`config.mk`:
```
export PLATFORM = sky130hd
export DESIGN_NAME = power_monitor_i2c_readback
export DESIGN_NICKNAME = d
export VERILOG_FILES = /design/src/verilog/pmon_pkg.sv /design/src/verilog/pmon_readback_format.sv /design/src/verilog/power_monitor_i2c_readback.sv
export SDC_FILE = /design/constraint.sdc
export NUM_CORES = 1
export LEC_CHECK = 0
export BUFFER_PORTS_ARGS = -buffer_cell sky130_fd_sc_hd__buf_2
export CORE_UTILIZATION = 60
export CTS_CLUSTER_DIAMETER = 60
export DETAILED_ROUTE_END_ITERATION = 16
export PLACE_DENSITY = 0.86
export SLEW_MARGIN = 20
export SYNTH_ARGS = -nofsm -noshare
export SYNTH_HDL_FRONTEND = slang
export SYNTH_SLANG_ARGS = --single-unit
```
`constraint.sdc`:
```
create_clock -name CORE_CLK -period 3.4 [get_ports CORE_CLK]
set_input_delay 0.51 -clock CORE_CLK [delete_from_list [all_inputs] [get_ports CORE_CLK]]
set_output_delay 0.51 -clock CORE_CLK [all_outputs]
set_load 0.01 [all_outputs]
```
`src/verilog/pmon_pkg.sv`:
```
package pmon_pkg;

   // Conversion code layout
   localparam int CODE_W = 12;
   localparam int HI_LSB = 4;

   // Command byte bits
   localparam int CMD_V_CONT    = 0;
   localparam int CMD_V_ONCE    = 1;
   localparam int CMD_I_CONT    = 2;
   localparam int CMD_I_ONCE    = 3;
   localparam int CMD_DIV_SEL   = 4;
   localparam int CMD_STATUS_RD = 6;
   localparam int CMD_EXT       = 7;

   // Extended register selectors
   localparam logic [1:0] EXT_ALERT_EN = 2'h1;
   localparam logic [1:0] EXT_THRESH   = 2'h2;
   localparam logic [1:0] EXT_CONTROL  = 2'h3;

   // Alert enable bits
   localparam int AEN_OC1   = 0;
   localparam int AEN_OC4   = 1;
   localparam int AEN_HS    = 2;
   localparam int AEN_OFF   = 3;
   localparam int AEN_CLEAR = 4;

   // Control bits
   localparam int CTRL_SOFT_OFF = 0;

   // Status byte bits
   localparam int STS_OC_LIVE   = 0;
   localparam int STS_ADC_ALERT = 1;
   localparam int STS_HS_OC     = 2;
   localparam int STS_SWAP_FAIL = 3;
   localparam int STS_OFF       = 4;
   localparam int STS_OFF_ALERT = 5;

   // Reset values
   localparam logic [7:0] THRESH_RESET  = 8'hff;
   localparam logic [7:0] CONTROL_RESET = 8'h00;
   localparam logic [7:0] AEN_RESET     = 8'h04;
   localparam logic [7:0] CMD_RESET     = 8'h00;
   localparam logic [7:0] IDLE_BYTE     = 8'hff;

   // Bus address, arbitrary default
   localparam logic [6:0] DEV_ADDR_DEFAULT = 7'h2a;

   // Serial framing
   localparam logic [3:0] BITS_IN_BYTE = 4'h8;
   localparam logic [3:0] LAST_OUT_BIT = 4'h7;

   typedef enum logic [6:0] {
      ST_IDLE     = 7'h01,
      ST_ADDR     = 7'h02,
      ST_ADDR_ACK = 7'h04,
      ST_WR_BYTE  = 7'h08,
      ST_WR_ACK   = 7'h10,
      ST_RD_BYTE  = 7'h20,
      ST_RD_ACK   = 7'h40
   } link_state_t;

   typedef enum logic [3:0] {
      RM_BOTH   = 4'h1,
      RM_VOLT   = 4'h2,
      RM_CURR   = 4'h4,
      RM_STATUS = 4'h8
   } read_mode_t;

endpackage

```
`src/verilog/pmon_readback_format.sv`:
```
`timescale 1ns/10ps
module pmon_readback_format (
   input  wire pmon_pkg::read_mode_t     mode,      // Readback format
   input  wire logic [1:0]               byte_idx,  // Byte within read
   input  wire logic [pmon_pkg::CODE_W-1:0] volt_code, // Voltage result
   input  wire logic [pmon_pkg::CODE_W-1:0] curr_code, // Current result
   input  wire logic [7:0]               status_byte, // Status byte
   output logic [7:0]                    data_byte  // Byte to send
);
   localparam int H = pmon_pkg::HI_LSB;
   localparam int T = pmon_pkg::CODE_W - 1;

   always_comb begin
      data_byte = pmon_pkg::IDLE_BYTE;
      case (mode)
         pmon_pkg::RM_STATUS: begin
            data_byte = status_byte;
         end
         pmon_pkg::RM_VOLT: begin
            if (byte_idx == 2'h0) begin
               data_byte = volt_code[T:H];
            end else if (byte_idx == 2'h1) begin
               data_byte = {volt_code[H-1:0], 4'h0};            // [RULE6]
            end
         end
         pmon_pkg::RM_CURR: begin
            if (byte_idx == 2'h0) begin
               data_byte = curr_code[T:H];
            end else if (byte_idx == 2'h1) begin
               data_byte = {curr_code[H-1:0], 4'h0};            // [RULE7]
            end
         end
         default: begin
            if (byte_idx == 2'h0) begin
               data_byte = volt_code[T:H];                      // [RULE5]
            end else if (byte_idx == 2'h1) begin
               data_byte = curr_code[T:H];                      // [RULE5]
            end else if (byte_idx == 2'h2) begin
               data_byte = {volt_code[H-1:0], curr_code[H-1:0]}; // [RULE5]
            end
         end
      endcase
   end
endmodule

```
`src/verilog/power_monitor_i2c_readback.sv`:
```
// Functional notes
// RULE1: 8-bit current alert threshold register, resets to all ones.
// RULE2: Threshold compared with upper eight bits of the 12-bit current code.
// RULE3: Control bit 0 forces hot swap off like deasserted enable; resets 0.
// RULE4: Read format is both, voltage only or current only per last command.
// RULE5: Both: V[11:4], I[11:4], then V[3:0] high nibble, I[3:0] low.
// RULE6: Voltage only: V[11:4], then V[3:0] high nibble, low nibble zero.
// RULE7: Current only: I[11:4], then I[3:0] high nibble, low nibble zero.
// RULE8: Three-byte read: address with read bit, slave acks, master acks two.
// RULE9: Master takes only two bytes for single-channel reads.
// RULE10: Voltage code is 12-bit unsigned, full scale over 4096 codes.
// RULE11: Current code is 12-bit unsigned, 105.84 mV over 4096 codes.
// RULE12: Status read: address with read bit, slave acks, one status byte.
// RULE13: Status bits 1, 3, 5 latch; cleared only by alert enable bit 4.
// RULE14: Status bit 0 is live overcurrent over the last three conversions.
// RULE15: Status-select command bit makes every read return the status byte.
// RULE16: Extended write, register byte MSB set, two LSBs select register.
// RULE17: Status bit 4 is high while enable is low or soft power-off is set.
// RULE18: Status bit 1 latches on an ADC-based overcurrent alert.
// RULE19: Overcurrent flagged only when upper current bits exceed threshold.
`timescale 1ns/10ps
module power_monitor_i2c_readback #(
   parameter logic [6:0] DEV_ADDR = pmon_pkg::DEV_ADDR_DEFAULT
) (
   input  wire logic        CORE_CLK,       // 50 MHz core clock
   input  wire logic        RESET_N,        // Async reset, active low
   input  wire logic        SCL,            // Bus clock pin
   input  wire logic        SDA_IN,         // Bus data pin level
   output logic             SDA_OUT,        // Bus data drive value
   output logic             SDA_OE_N,       // Low while pulling data low
   input  wire logic        POWER_ENABLE,   // Power enable pin
   input  wire logic        V_DONE,         // Voltage conversion done
   input  wire logic [11:0] V_CODE,         // Voltage result
   input  wire logic        I_DONE,         // Current conversion done
   input  wire logic [11:0] I_CODE,         // Current result
   input  wire logic        HS_FAIL,        // Hot swap failure pulse
   input  wire logic        HS_OC,          // Analog overcurrent off level
   output logic             HOT_SWAP_OFF,   // Hot swap forced off
   output logic             VOLT_CONT,      // Continuous voltage conversion
   output logic             VOLT_ONCE,      // Single voltage request pulse
   output logic             CURR_CONT,      // Continuous current conversion
   output logic             CURR_ONCE,      // Single current request pulse
   output logic             VOLTAGE_DIVIDER_SELECT, // Voltage range
   input  wire logic        ALERT_OUTPUT_N_IN,  // Alert pin level
   output logic             ALERT_OUTPUT_N_OUT, // Alert drive value
   output logic             ALERT_OUTPUT_N_OE_N // Low while alert asserted
);
   typedef struct packed {
      pmon_pkg::link_state_t state;
      logic [3:0]  cnt;
      logic [7:0]  sr;
      logic [7:0]  out;
      logic        rw;
      logic        first;
      logic        ext;
      logic [1:0]  ext_sel;
      logic [1:0]  idx;
      logic        mack;
      logic        sda_drv;
      logic [7:0]  cmd;
      logic [7:0]  thresh;
      logic [7:0]  ctrl;
      logic [7:0]  aen;
      logic [11:0] v_data;
      logic [11:0] i_data;
      logic [3:0]  oc_hist;
      logic        adc_alert;
      logic        swap_fail;
      logic        off_alert;
      logic        off_prev;
      logic        v_pend;
      logic        i_pend;
      logic        v_once_p;
      logic        i_once_p;
      logic [1:0]  scl_s;
      logic [1:0]  sda_s;
      logic [1:0]  on_s;
      logic        scl_d;
      logic        sda_d;
   } core_t;

   core_t                r_ff;
   core_t                nxt_r;
   logic                 scl_rise;
   logic                 scl_fall;
   logic                 bus_start;
   logic                 bus_stop;
   logic                 exceed;
   logic                 oc_live;
   logic                 off_status;
   logic                 adc_set;
   logic                 hs_set;
   logic                 off_set;
   logic                 clr_pulse;
   logic [7:0]           status;
   logic [7:0]           fmt_byte;
   pmon_pkg::read_mode_t mode;

   assign scl_rise  = r_ff.scl_s[1] & ~r_ff.scl_d;
   assign scl_fall  = ~r_ff.scl_s[1] & r_ff.scl_d;
   assign bus_start = r_ff.scl_s[1] & r_ff.scl_d & r_ff.sda_d & ~r_ff.sda_s[1];
   assign bus_stop  = r_ff.scl_s[1] & r_ff.scl_d & ~r_ff.sda_d & r_ff.sda_s[1];

   assign exceed  = I_CODE[11:pmon_pkg::HI_LSB] > r_ff.thresh; // [RULE2] [RULE19]
   assign oc_live = &r_ff.oc_hist[2:0];                        // [RULE14]
   assign off_status = ~r_ff.on_s[1]
                     | r_ff.ctrl[pmon_pkg::CTRL_SOFT_OFF];     // [RULE3] [RULE17]
   assign adc_set = I_DONE & exceed
                  & (r_ff.aen[pmon_pkg::AEN_OC1]
                  | (r_ff.aen[pmon_pkg::AEN_OC4] & (&r_ff.oc_hist[2:0])));
   assign hs_set  = HS_FAIL & r_ff.aen[pmon_pkg::AEN_HS];
   assign off_set = off_status & ~r_ff.off_prev & r_ff.aen[pmon_pkg::AEN_OFF];

   always_comb begin
      status = 8'h00;
      status[pmon_pkg::STS_OC_LIVE]   = oc_live;
      status[pmon_pkg::STS_ADC_ALERT] = r_ff.adc_alert;
      status[pmon_pkg::STS_HS_OC]     = HS_OC;
      status[pmon_pkg::STS_SWAP_FAIL] = r_ff.swap_fail;
      status[pmon_pkg::STS_OFF]       = off_status;
      status[pmon_pkg::STS_OFF_ALERT] = r_ff.off_alert;
   end

   // Format follows the last command byte
   always_comb begin
      if (r_ff.cmd[pmon_pkg::CMD_STATUS_RD]) begin
         mode = pmon_pkg::RM_STATUS;                           // [RULE15]
      end else if ((r_ff.cmd[pmon_pkg::CMD_V_CONT] | r_ff.cmd[pmon_pkg::CMD_V_ONCE])
                 & ~(r_ff.cmd[pmon_pkg::CMD_I_CONT] | r_ff.cmd[pmon_pkg::CMD_I_ONCE])) begin
         mode = pmon_pkg::RM_VOLT;                             // [RULE4]
      end else if (~(r_ff.cmd[pmon_pkg::CMD_V_CONT] | r_ff.cmd[pmon_pkg::CMD_V_ONCE])
                 & (r_ff.cmd[pmon_pkg::CMD_I_CONT] | r_ff.cmd[pmon_pkg::CMD_I_ONCE])) begin
         mode = pmon_pkg::RM_CURR;                             // [RULE4]
      end else begin
         mode = pmon_pkg::RM_BOTH;
      end
   end

   pmon_readback_format u_format (
      .mode        (mode),
      .byte_idx    (r_ff.idx),
      .volt_code   (r_ff.v_data),
      .curr_code   (r_ff.i_data),
      .status_byte (status),
      .data_byte   (fmt_byte)
   );

   always_comb begin
      nxt_r = r_ff;
      clr_pulse = 1'b0;
      nxt_r.scl_s = {r_ff.scl_s[0], SCL};
      nxt_r.sda_s = {r_ff.sda_s[0], SDA_IN};
      nxt_r.on_s  = {r_ff.on_s[0], POWER_ENABLE};
      nxt_r.scl_d = r_ff.scl_s[1];
      nxt_r.sda_d = r_ff.sda_s[1];
      nxt_r.off_prev = off_status;
      nxt_r.v_once_p = 1'b0;
      nxt_r.i_once_p = 1'b0;
      if (V_DONE) begin
         nxt_r.v_data = V_CODE;                                // [RULE10]
         nxt_r.v_pend = 1'b0;
      end
      if (I_DONE) begin
         nxt_r.i_data  = I_CODE;                               // [RULE11]
         nxt_r.i_pend  = 1'b0;
         nxt_r.oc_hist = {r_ff.oc_hist[2:0], exceed};          // [RULE14]
      end
      if (bus_start) begin
         nxt_r.state   = pmon_pkg::ST_ADDR;
         nxt_r.cnt     = 4'h0;
         nxt_r.sda_drv = 1'b0;
      end else if (bus_stop) begin
         nxt_r.state   = pmon_pkg::ST_IDLE;
         nxt_r.sda_drv = 1'b0;
      end else begin
         case (r_ff.state)
            pmon_pkg::ST_ADDR: begin
               if (scl_rise) begin
                  nxt_r.sr  = {r_ff.sr[6:0], r_ff.sda_s[1]};
                  nxt_r.cnt = r_ff.cnt + 4'h1;
               end else if (scl_fall && r_ff.cnt == pmon_pkg::BITS_IN_BYTE) begin
                  // Reads refused while a single conversion is pending
                  if (r_ff.sr[7:1] == DEV_ADDR
                      && !(r_ff.sr[0] && (r_ff.v_pend || r_ff.i_pend))) begin
                     nxt_r.rw      = r_ff.sr[0];
                     nxt_r.sda_drv = 1'b1;                     // [RULE8] [RULE12]
                     nxt_r.first   = 1'b1;
                     nxt_r.idx     = 2'h0;
                     nxt_r.state   = pmon_pkg::ST_ADDR_ACK;
                  end else begin
                     nxt_r.state = pmon_pkg::ST_IDLE;
                  end
               end
            end
            pmon_pkg::ST_ADDR_ACK: begin
               if (scl_fall) begin
                  nxt_r.cnt = 4'h0;
                  if (r_ff.rw) begin
                     nxt_r.out     = fmt_byte;
                     nxt_r.sda_drv = ~fmt_byte[7];
                     nxt_r.idx     = 2'h1;
                     nxt_r.state   = pmon_pkg::ST_RD_BYTE;
                  end else begin
                     nxt_r.sda_drv = 1'b0;
                     nxt_r.state   = pmon_pkg::ST_WR_BYTE;
                  end
               end
            end
            pmon_pkg::ST_RD_BYTE: begin
               if (scl_fall) begin
                  if (r_ff.cnt == pmon_pkg::LAST_OUT_BIT) begin
                     nxt_r.sda_drv = 1'b0;
                     nxt_r.state   = pmon_pkg::ST_RD_ACK;
                  end else begin
                     nxt_r.out     = {r_ff.out[6:0], 1'b0};
                     nxt_r.sda_drv = ~r_ff.out[6];
                     nxt_r.cnt     = r_ff.cnt + 4'h1;
                  end
               end
            end
            pmon_pkg::ST_RD_ACK: begin
               if (scl_rise) begin
                  nxt_r.mack = ~r_ff.sda_s[1];
               end else if (scl_fall) begin
                  // A status read is one byte, acknowledged or not
                  if (r_ff.mack
                      && mode != pmon_pkg::RM_STATUS) begin    // [RULE8]
                     nxt_r.out     = fmt_byte;
                     nxt_r.sda_drv = ~fmt_byte[7];
                     nxt_r.idx     = r_ff.idx + 2'h1;
                     nxt_r.cnt     = 4'h0;
                     nxt_r.state   = pmon_pkg::ST_RD_BYTE;
                  end else begin
                     nxt_r.state = pmon_pkg::ST_IDLE;          // [RULE12]
                  end
               end
            end
            pmon_pkg::ST_WR_BYTE: begin
               if (scl_rise) begin
                  nxt_r.sr  = {r_ff.sr[6:0], r_ff.sda_s[1]};
                  nxt_r.cnt = r_ff.cnt + 4'h1;
               end else if (scl_fall && r_ff.cnt == pmon_pkg::BITS_IN_BYTE) begin
                  nxt_r.sda_drv = 1'b1;
                  nxt_r.state   = pmon_pkg::ST_WR_ACK;
                  nxt_r.first   = 1'b0;
                  if (r_ff.first) begin
                     nxt_r.ext = r_ff.sr[pmon_pkg::CMD_EXT];    // [RULE16]
                     if (r_ff.sr[pmon_pkg::CMD_EXT]) begin
                        nxt_r.ext_sel = r_ff.sr[1:0];          // [RULE16]
                     end else begin
                        nxt_r.cmd      = r_ff.sr;
                        nxt_r.v_once_p = r_ff.sr[pmon_pkg::CMD_V_ONCE];
                        nxt_r.i_once_p = r_ff.sr[pmon_pkg::CMD_I_ONCE];
                        nxt_r.v_pend   = r_ff.sr[pmon_pkg::CMD_V_ONCE];
                        nxt_r.i_pend   = r_ff.sr[pmon_pkg::CMD_I_ONCE];
                     end
                  end else if (r_ff.ext) begin
                     nxt_r.ext = 1'b0;
                     if (r_ff.ext_sel == pmon_pkg::EXT_ALERT_EN) begin
                        nxt_r.aen = r_ff.sr;
                        nxt_r.aen[pmon_pkg::AEN_CLEAR] = 1'b0;
                        clr_pulse = r_ff.sr[pmon_pkg::AEN_CLEAR]; // [RULE13]
                     end else if (r_ff.ext_sel == pmon_pkg::EXT_THRESH) begin
                        nxt_r.thresh = r_ff.sr;                // [RULE1] [RULE16]
                     end else if (r_ff.ext_sel == pmon_pkg::EXT_CONTROL) begin
                        nxt_r.ctrl = r_ff.sr;                  // [RULE3] [RULE16]
                     end
                  end
               end
            end
            pmon_pkg::ST_WR_ACK: begin
               if (scl_fall) begin
                  nxt_r.sda_drv = 1'b0;
                  nxt_r.cnt     = 4'h0;
                  nxt_r.state   = pmon_pkg::ST_WR_BYTE;
               end
            end
            default: begin
               nxt_r.state = pmon_pkg::ST_IDLE;
            end
         endcase
      end
      // Latched alerts: a new event wins over a clear
      if (clr_pulse) begin
         nxt_r.adc_alert = 1'b0;                               // [RULE13]
         nxt_r.swap_fail = 1'b0;
         nxt_r.off_alert = 1'b0;
      end
      if (adc_set) begin
         nxt_r.adc_alert = 1'b1;                               // [RULE18]
      end
      if (hs_set) begin
         nxt_r.swap_fail = 1'b1;
      end
      if (off_set) begin
         nxt_r.off_alert = 1'b1;
      end
   end

   always_ff @(posedge CORE_CLK or negedge RESET_N) begin
      if (!RESET_N) begin
         r_ff        <= '0;
         r_ff.state  <= pmon_pkg::ST_IDLE;
         r_ff.cmd    <= pmon_pkg::CMD_RESET;
         r_ff.thresh <= pmon_pkg::THRESH_RESET;                // [RULE1]
         r_ff.ctrl   <= pmon_pkg::CONTROL_RESET;               // [RULE3]
         r_ff.aen    <= pmon_pkg::AEN_RESET;
         r_ff.scl_s  <= 2'h3;
         r_ff.sda_s  <= 2'h3;
         r_ff.scl_d  <= 1'b1;
         r_ff.sda_d  <= 1'b1;
      end else begin
         r_ff <= nxt_r;
      end
   end

   assign SDA_OUT             = 1'b0;
   assign SDA_OE_N            = ~r_ff.sda_drv;
   assign HOT_SWAP_OFF        = off_status;                    // [RULE3]
   assign VOLT_CONT           = r_ff.cmd[pmon_pkg::CMD_V_CONT];
   assign CURR_CONT           = r_ff.cmd[pmon_pkg::CMD_I_CONT];
   assign VOLT_ONCE           = r_ff.v_once_p;
   assign CURR_ONCE           = r_ff.i_once_p;
   assign VOLTAGE_DIVIDER_SELECT = r_ff.cmd[pmon_pkg::CMD_DIV_SEL];
   assign ALERT_OUTPUT_N_OUT  = 1'b0;
   assign ALERT_OUTPUT_N_OE_N = ~(r_ff.adc_alert | r_ff.swap_fail
                                | r_ff.off_alert);
endmodule

```
Word-level counts from Yosys, hierarchy flattened
Index checks and enable logic that the tools add are counted.
W data, S select, Z words.

word-level totals
  output and inout bits = 10
  register bits after elaboration = 109
  logic and storage cells = 266
  input port bits = 34

cells by class
  equal/unequal tests = 51
  add/subtract/negate cells = 2
  reduce and logical (&&, ||, !) cells = 32
  bitwise operators = 40
  $lt $le $gt $ge = 1
  multiplexer cells = 109

operator list
  cell                  number
  $mux W8               19
  $mux W11              6
  $mux W33              2
  $mux W7               8
  $ne A4 B4 Y1 const B  13
  $mux W24              2
  $mux W4               12
  $pmux W8 S3           2
  $pmux W7 S6           1
  $reduce_and A10 Y1    4
  $mux W1               30
  $mux W28              1
  $mux W2               13
  $ne A2 B2 Y1 const B  13
  $ne A3 B3 Y1 const B  7
  $pmux W4 S5           1
  $not A1 Y1            19
  $mux W16              1
  $reduce_and A8 Y1     2
  $and A1 B1 Y1         15
  $mux W3               5
  $eq A7 B6 Y1 const B  2
  $reduce_and A7 Y1     2
  $mux W12              1
  35 further kinds      54

Logic depth before layout (Yosys ltp)
  word-level depth = 15
  mapped depth = 9

Modules after synthesis
A second synthesis with hierarchy kept.

unflattened totals
  cells, all modules = 510
  area, all modules = 5391.4 sq um

modules (own cells, without submodules)
  module                      area an instance (sq um)  times used  sequential area each (sq um)  cells an instance
  power_monitor_i2c_readback  4797.1                    1           2447.3                        429
  pmon_readback_format        594.3                     1           0.0                           81

Least setup slack after synthesis
Ideal clock, no wire load.

  kind = reg-to-reg
  start point = register r_ff[110] (netlist name)
  end point = register r_ff[11] (netlist name)
  clock period less this slack = 2.597 ns
  library setup time = 0.120 ns
  required time = 3.280 ns
  arrival = 2.477 ns
  setup slack = 0.803 ns
  path buffers = 3
  stages on the path, launching flop included = 8
  cell sequence = dfrtp_1 > or4_4 > buf_6 > or4b_1 > clkbuf_2 > or4_1 > buf_6 > a31o_1

RTL lines
  item                    RTL line                           source
  start, declared         power_monitor_i2c_readback.sv:82   core_t r_ff;
  start signal, assigned  power_monitor_i2c_readback.sv:313  r_ff <= nxt_r;

==> summary.md <==
| Metric | Value |
|---|---|
| Worst Setup End Kind | flop |
| R2r endpoint | r_ff[10]$_DFF_PN0_ |
| Internal Power | roughly 1.6 mW |
| CTS Buffer Depth | 2 |
| Most frequent cells after synthesis | dfrtp_1, nand2_1, mux2_2 |
| TritonCTS clock tree | built |
| Final non-filler cell total | 636 |
| Crit path depth | 4 |
| Cells on worst reg2reg path | 4 |
| # placed instances | 620 |
| Hold-fix buffer count after cts | 0 |
| Library cells used by synthesis | 62 |
| Synth warnings | 0 |
| Crit path max-delay family | simple AND/OR/NAND/NOR gates |
| Area share of the largest cell type after synthesis | around two fifths |
| CP max FO | 12 |
| Total CTS buffers | 9 |
| Number of gates resized after CTS | 0 |
| Power Density | 390.9 mW/mm2 |
| DRC Markers | 0 |
| Final Setup Violations | 0 |
| Reg2reg setup slack | 0.46 ns |
| Vias in the first global route | 3812 |
| Critical path type | flop to flop |
| Synth Instances | 494 |
| Arr. time, crit path | about 3.2 ns |
| DP Wirelength | 8173 um |
| Detailed Route WL | 11150 um |
| Port bufs | 40 |
| Post-route cell area | between 0.005 and 0.006 mm2 |
| Comb pwr share | 7.0% |
| Die H | between 90 and 100 um |
| Post-layout util | 67.94% |
| GR Util All Layers | around 27% |
| Post-DRT Antenna Nets | 0 |
| Clk root buf | clkbuf_8 |
| Ports | 44 |
| Total number of vias | 3977 |
| Switch share | 25.15% |
| Antenna violations before repair | 0 |
| Switching power | 0.5460 mW |
| FMAX | 339.9 MHz |
| Seq/Total Area, Yosys | 48.34% |
| Total of max-cap violations | 0 |
| Overall Power | around 2.2 mW |
| Status | finished clean |
| #FFs+latches synth | 97 |
| Post-synthesis async set-or-reset flop share | 100.0% |
| Post-layout min period | 2.942 ns |
| Peak supply drop | 345.5 uV |
| Most frequent cell after synthesis | dfrtp_1 |
| Final Skew | 0.01756 ns |
| Fillers | 617 |
| DIE AREA | 0.008809 mm2 |
| Diodes inserted | 0 |
| Syn avg cell area | 10.25 um2 |
| H-tree levels | 3 |
| Worst-skew pair later-pin latency | 0.36 ns |
| Required @ worst endpoint | 3.66 ns |
| Reg power frac | 57.0% |
| Synth top area cells | dfrtp_1, mux2_2, dfstp_2 |
| Ys flop type | dfrtp_1 |
| # rows | 33 |
| DRT iter0 DRCs | around 370 |
| Gr ovfl total | 0 |
| Leakage power | 2.499 nW |
| Buffer count from post-CTS setup fixing | 0 |
| Area leader, netlist | dfrtp_1 |
| CTS Sinks | slightly below 100 |
| Rel. slew slack | a little under half |
| Setup TNS | 0 ns |
| Pre-antenna DRT Iters | 5 |
| Cell Chain, Critical Path | or4_4, or4b_1, or4_1, a31o_1 |
| Final period utilization | ~87% |
| Post-layout net count | 578 |
| Largest net degree at the start of global routing | 56 |
| HP Class | input port to asynchronous set/reset pin |
| Clock transition at the registers of the reported paths | 0.10 ns |
| Delay of the slowest cell on the worst path | 0.72 ns |
| Initial core utilization | about 62% |
| Layout cells sized above 1 | 25.80% |
| Wire length per cell | around 18 um |
| Layout area overhead | 9.713% |
| Placed Area | 0.005343 mm2 |
| First-pass GRT wire length | approximately 18000 um |
| GP Congestion | 0.9177 |
| Final Hold Vio Count | 0 |
| Final Max Tran Viols | 0 |
| CP bufs+invs | 0 |
| Worst-Margin Slew | 0.7967 ns |
| Synthesized cell area | 0.005062 mm2 |
| Via density | around 6.3 |
| Worst R2R Start | r_ff[109]$_DFFE_PN0P_ |
| Setup crit start kind | flop |
| Worst path slowest cell | or4b_1 |
| Post-synth EDFFs | 0 |
| Core ar. | 0.008175 mm2 |
| Clock share of power | around 36% |
| Die width | 93.86 um |
| RSZ-0062 raised after global routing | false |
cell families (layout without fill, tap and decap cells):
family	count (synthesis)	after routing	synth area share, %
flops	97	97	48.34
simple gates	146	146	15.50
fa+ha+maj	18	18	4.449
buf+inv	57	93	4.696
mux	48	48	10.63
xor+xnor	5	5	0.8650
compound gates	122	122	15.45
other cells	1	2	0.07408
flip-flops by register name, summed over array words and instances (netlist names):
register	count
r_ff	87
CURR_CONT	1
VOLT_ONCE	1
CURR_ONCE	1
VOLT_CONT	1
VOLTAGE_DIVIDER_SELECT	1
nxt_r	5
final cells by class:
cell class / instances / area (um2) / area share [%]
Timing Repair Buffer: 46 / 260.3 / 4.686
Inverter: 31 / 116.4 / 2.095
Sequential cell: 97 / 2447 / 44.06
Tap cell: 105 / 131.4 / 2.365
Clock inverter: 7 / 87.58 / 1.577
Clock buffer: 9 / 123.9 / 2.230
Multi-Input combinational cell: 341 / 2387 / 42.98
power groups by stage:
stage	sequential [mW]	clock (mW)	combinational [mW]
after floorplan	1.24	0	0.0919
after global placement	1.25	0	0.145
after detailed placement	1.26	0	0.151
after CTS	1.24	0.794	0.152
after global routing	1.24	0.829	0.170
final	1.24	0.783	0.151
stage by stage:
| stage | setup WS, ns | hold slack [ns] |
|---|---|---|
| global route | 0.3506 | 0.1593 |
| CTS | 0.4763 | 0.1341 |
| global placement | 0.5318 | 0.3334 |
| detailed placement | 0.4831 | 0.3363 |
| floorplan | 0.8030 | 0.2144 |
| finish | 0.4581 | 0.1197 |
worst max path at each step:
stage	to	slack (ns)	start
2_1_floorplan	r_ff[11]$_DFF_PN0_	0.80	r_ff[110]$_DFFE_PN0P_
3_3_place_gp	r_ff[10]$_DFF_PN0_	0.53	r_ff[109]$_DFFE_PN0P_
3_5_place_dp	r_ff[11]$_DFF_PN0_	0.48	r_ff[109]$_DFFE_PN0P_
4_1_cts	r_ff[10]$_DFF_PN0_	0.48	r_ff[109]$_DFFE_PN0P_
5_1_grt	r_ff[11]$_DFF_PN0_	0.35	r_ff[109]$_DFFE_PN0P_
6_report	r_ff[10]$_DFF_PN0_	0.46	r_ff[109]$_DFFE_PN0P_
layout by cell type (no fill, tap or decap), types with 4 or more instances in the layout:
cell / count
a211oi_1: 5
a21o_1: 9
a21oi_1: 19
buf_2: 39
buf_4: 6
clkbuf_8: 9
dfrtp_1: 81
dfstp_2: 16
ha_1: 18
inv_1: 30
mux2_2: 46
nand2_1: 53
nand2b_1: 10
nand3_1: 8
nand4_1: 4
nand4b_1: 4
nor2_1: 23
nor2b_1: 4
nor3_1: 9
o21ai_0: 37
o22ai_1: 19
o31ai_1: 4
or3_1: 4
xnor2_1: 4
per-layer routing:
layer	GRT usage, %	up-vias	part of all wire, %
met5	0	-	0
met4	10.00	0	2.7
met3	3.964	30	5.8
met2	43.67	148	48
met1	37.59	1958	43
li1	-	1841	-
(Power assumes the default switching activity.)
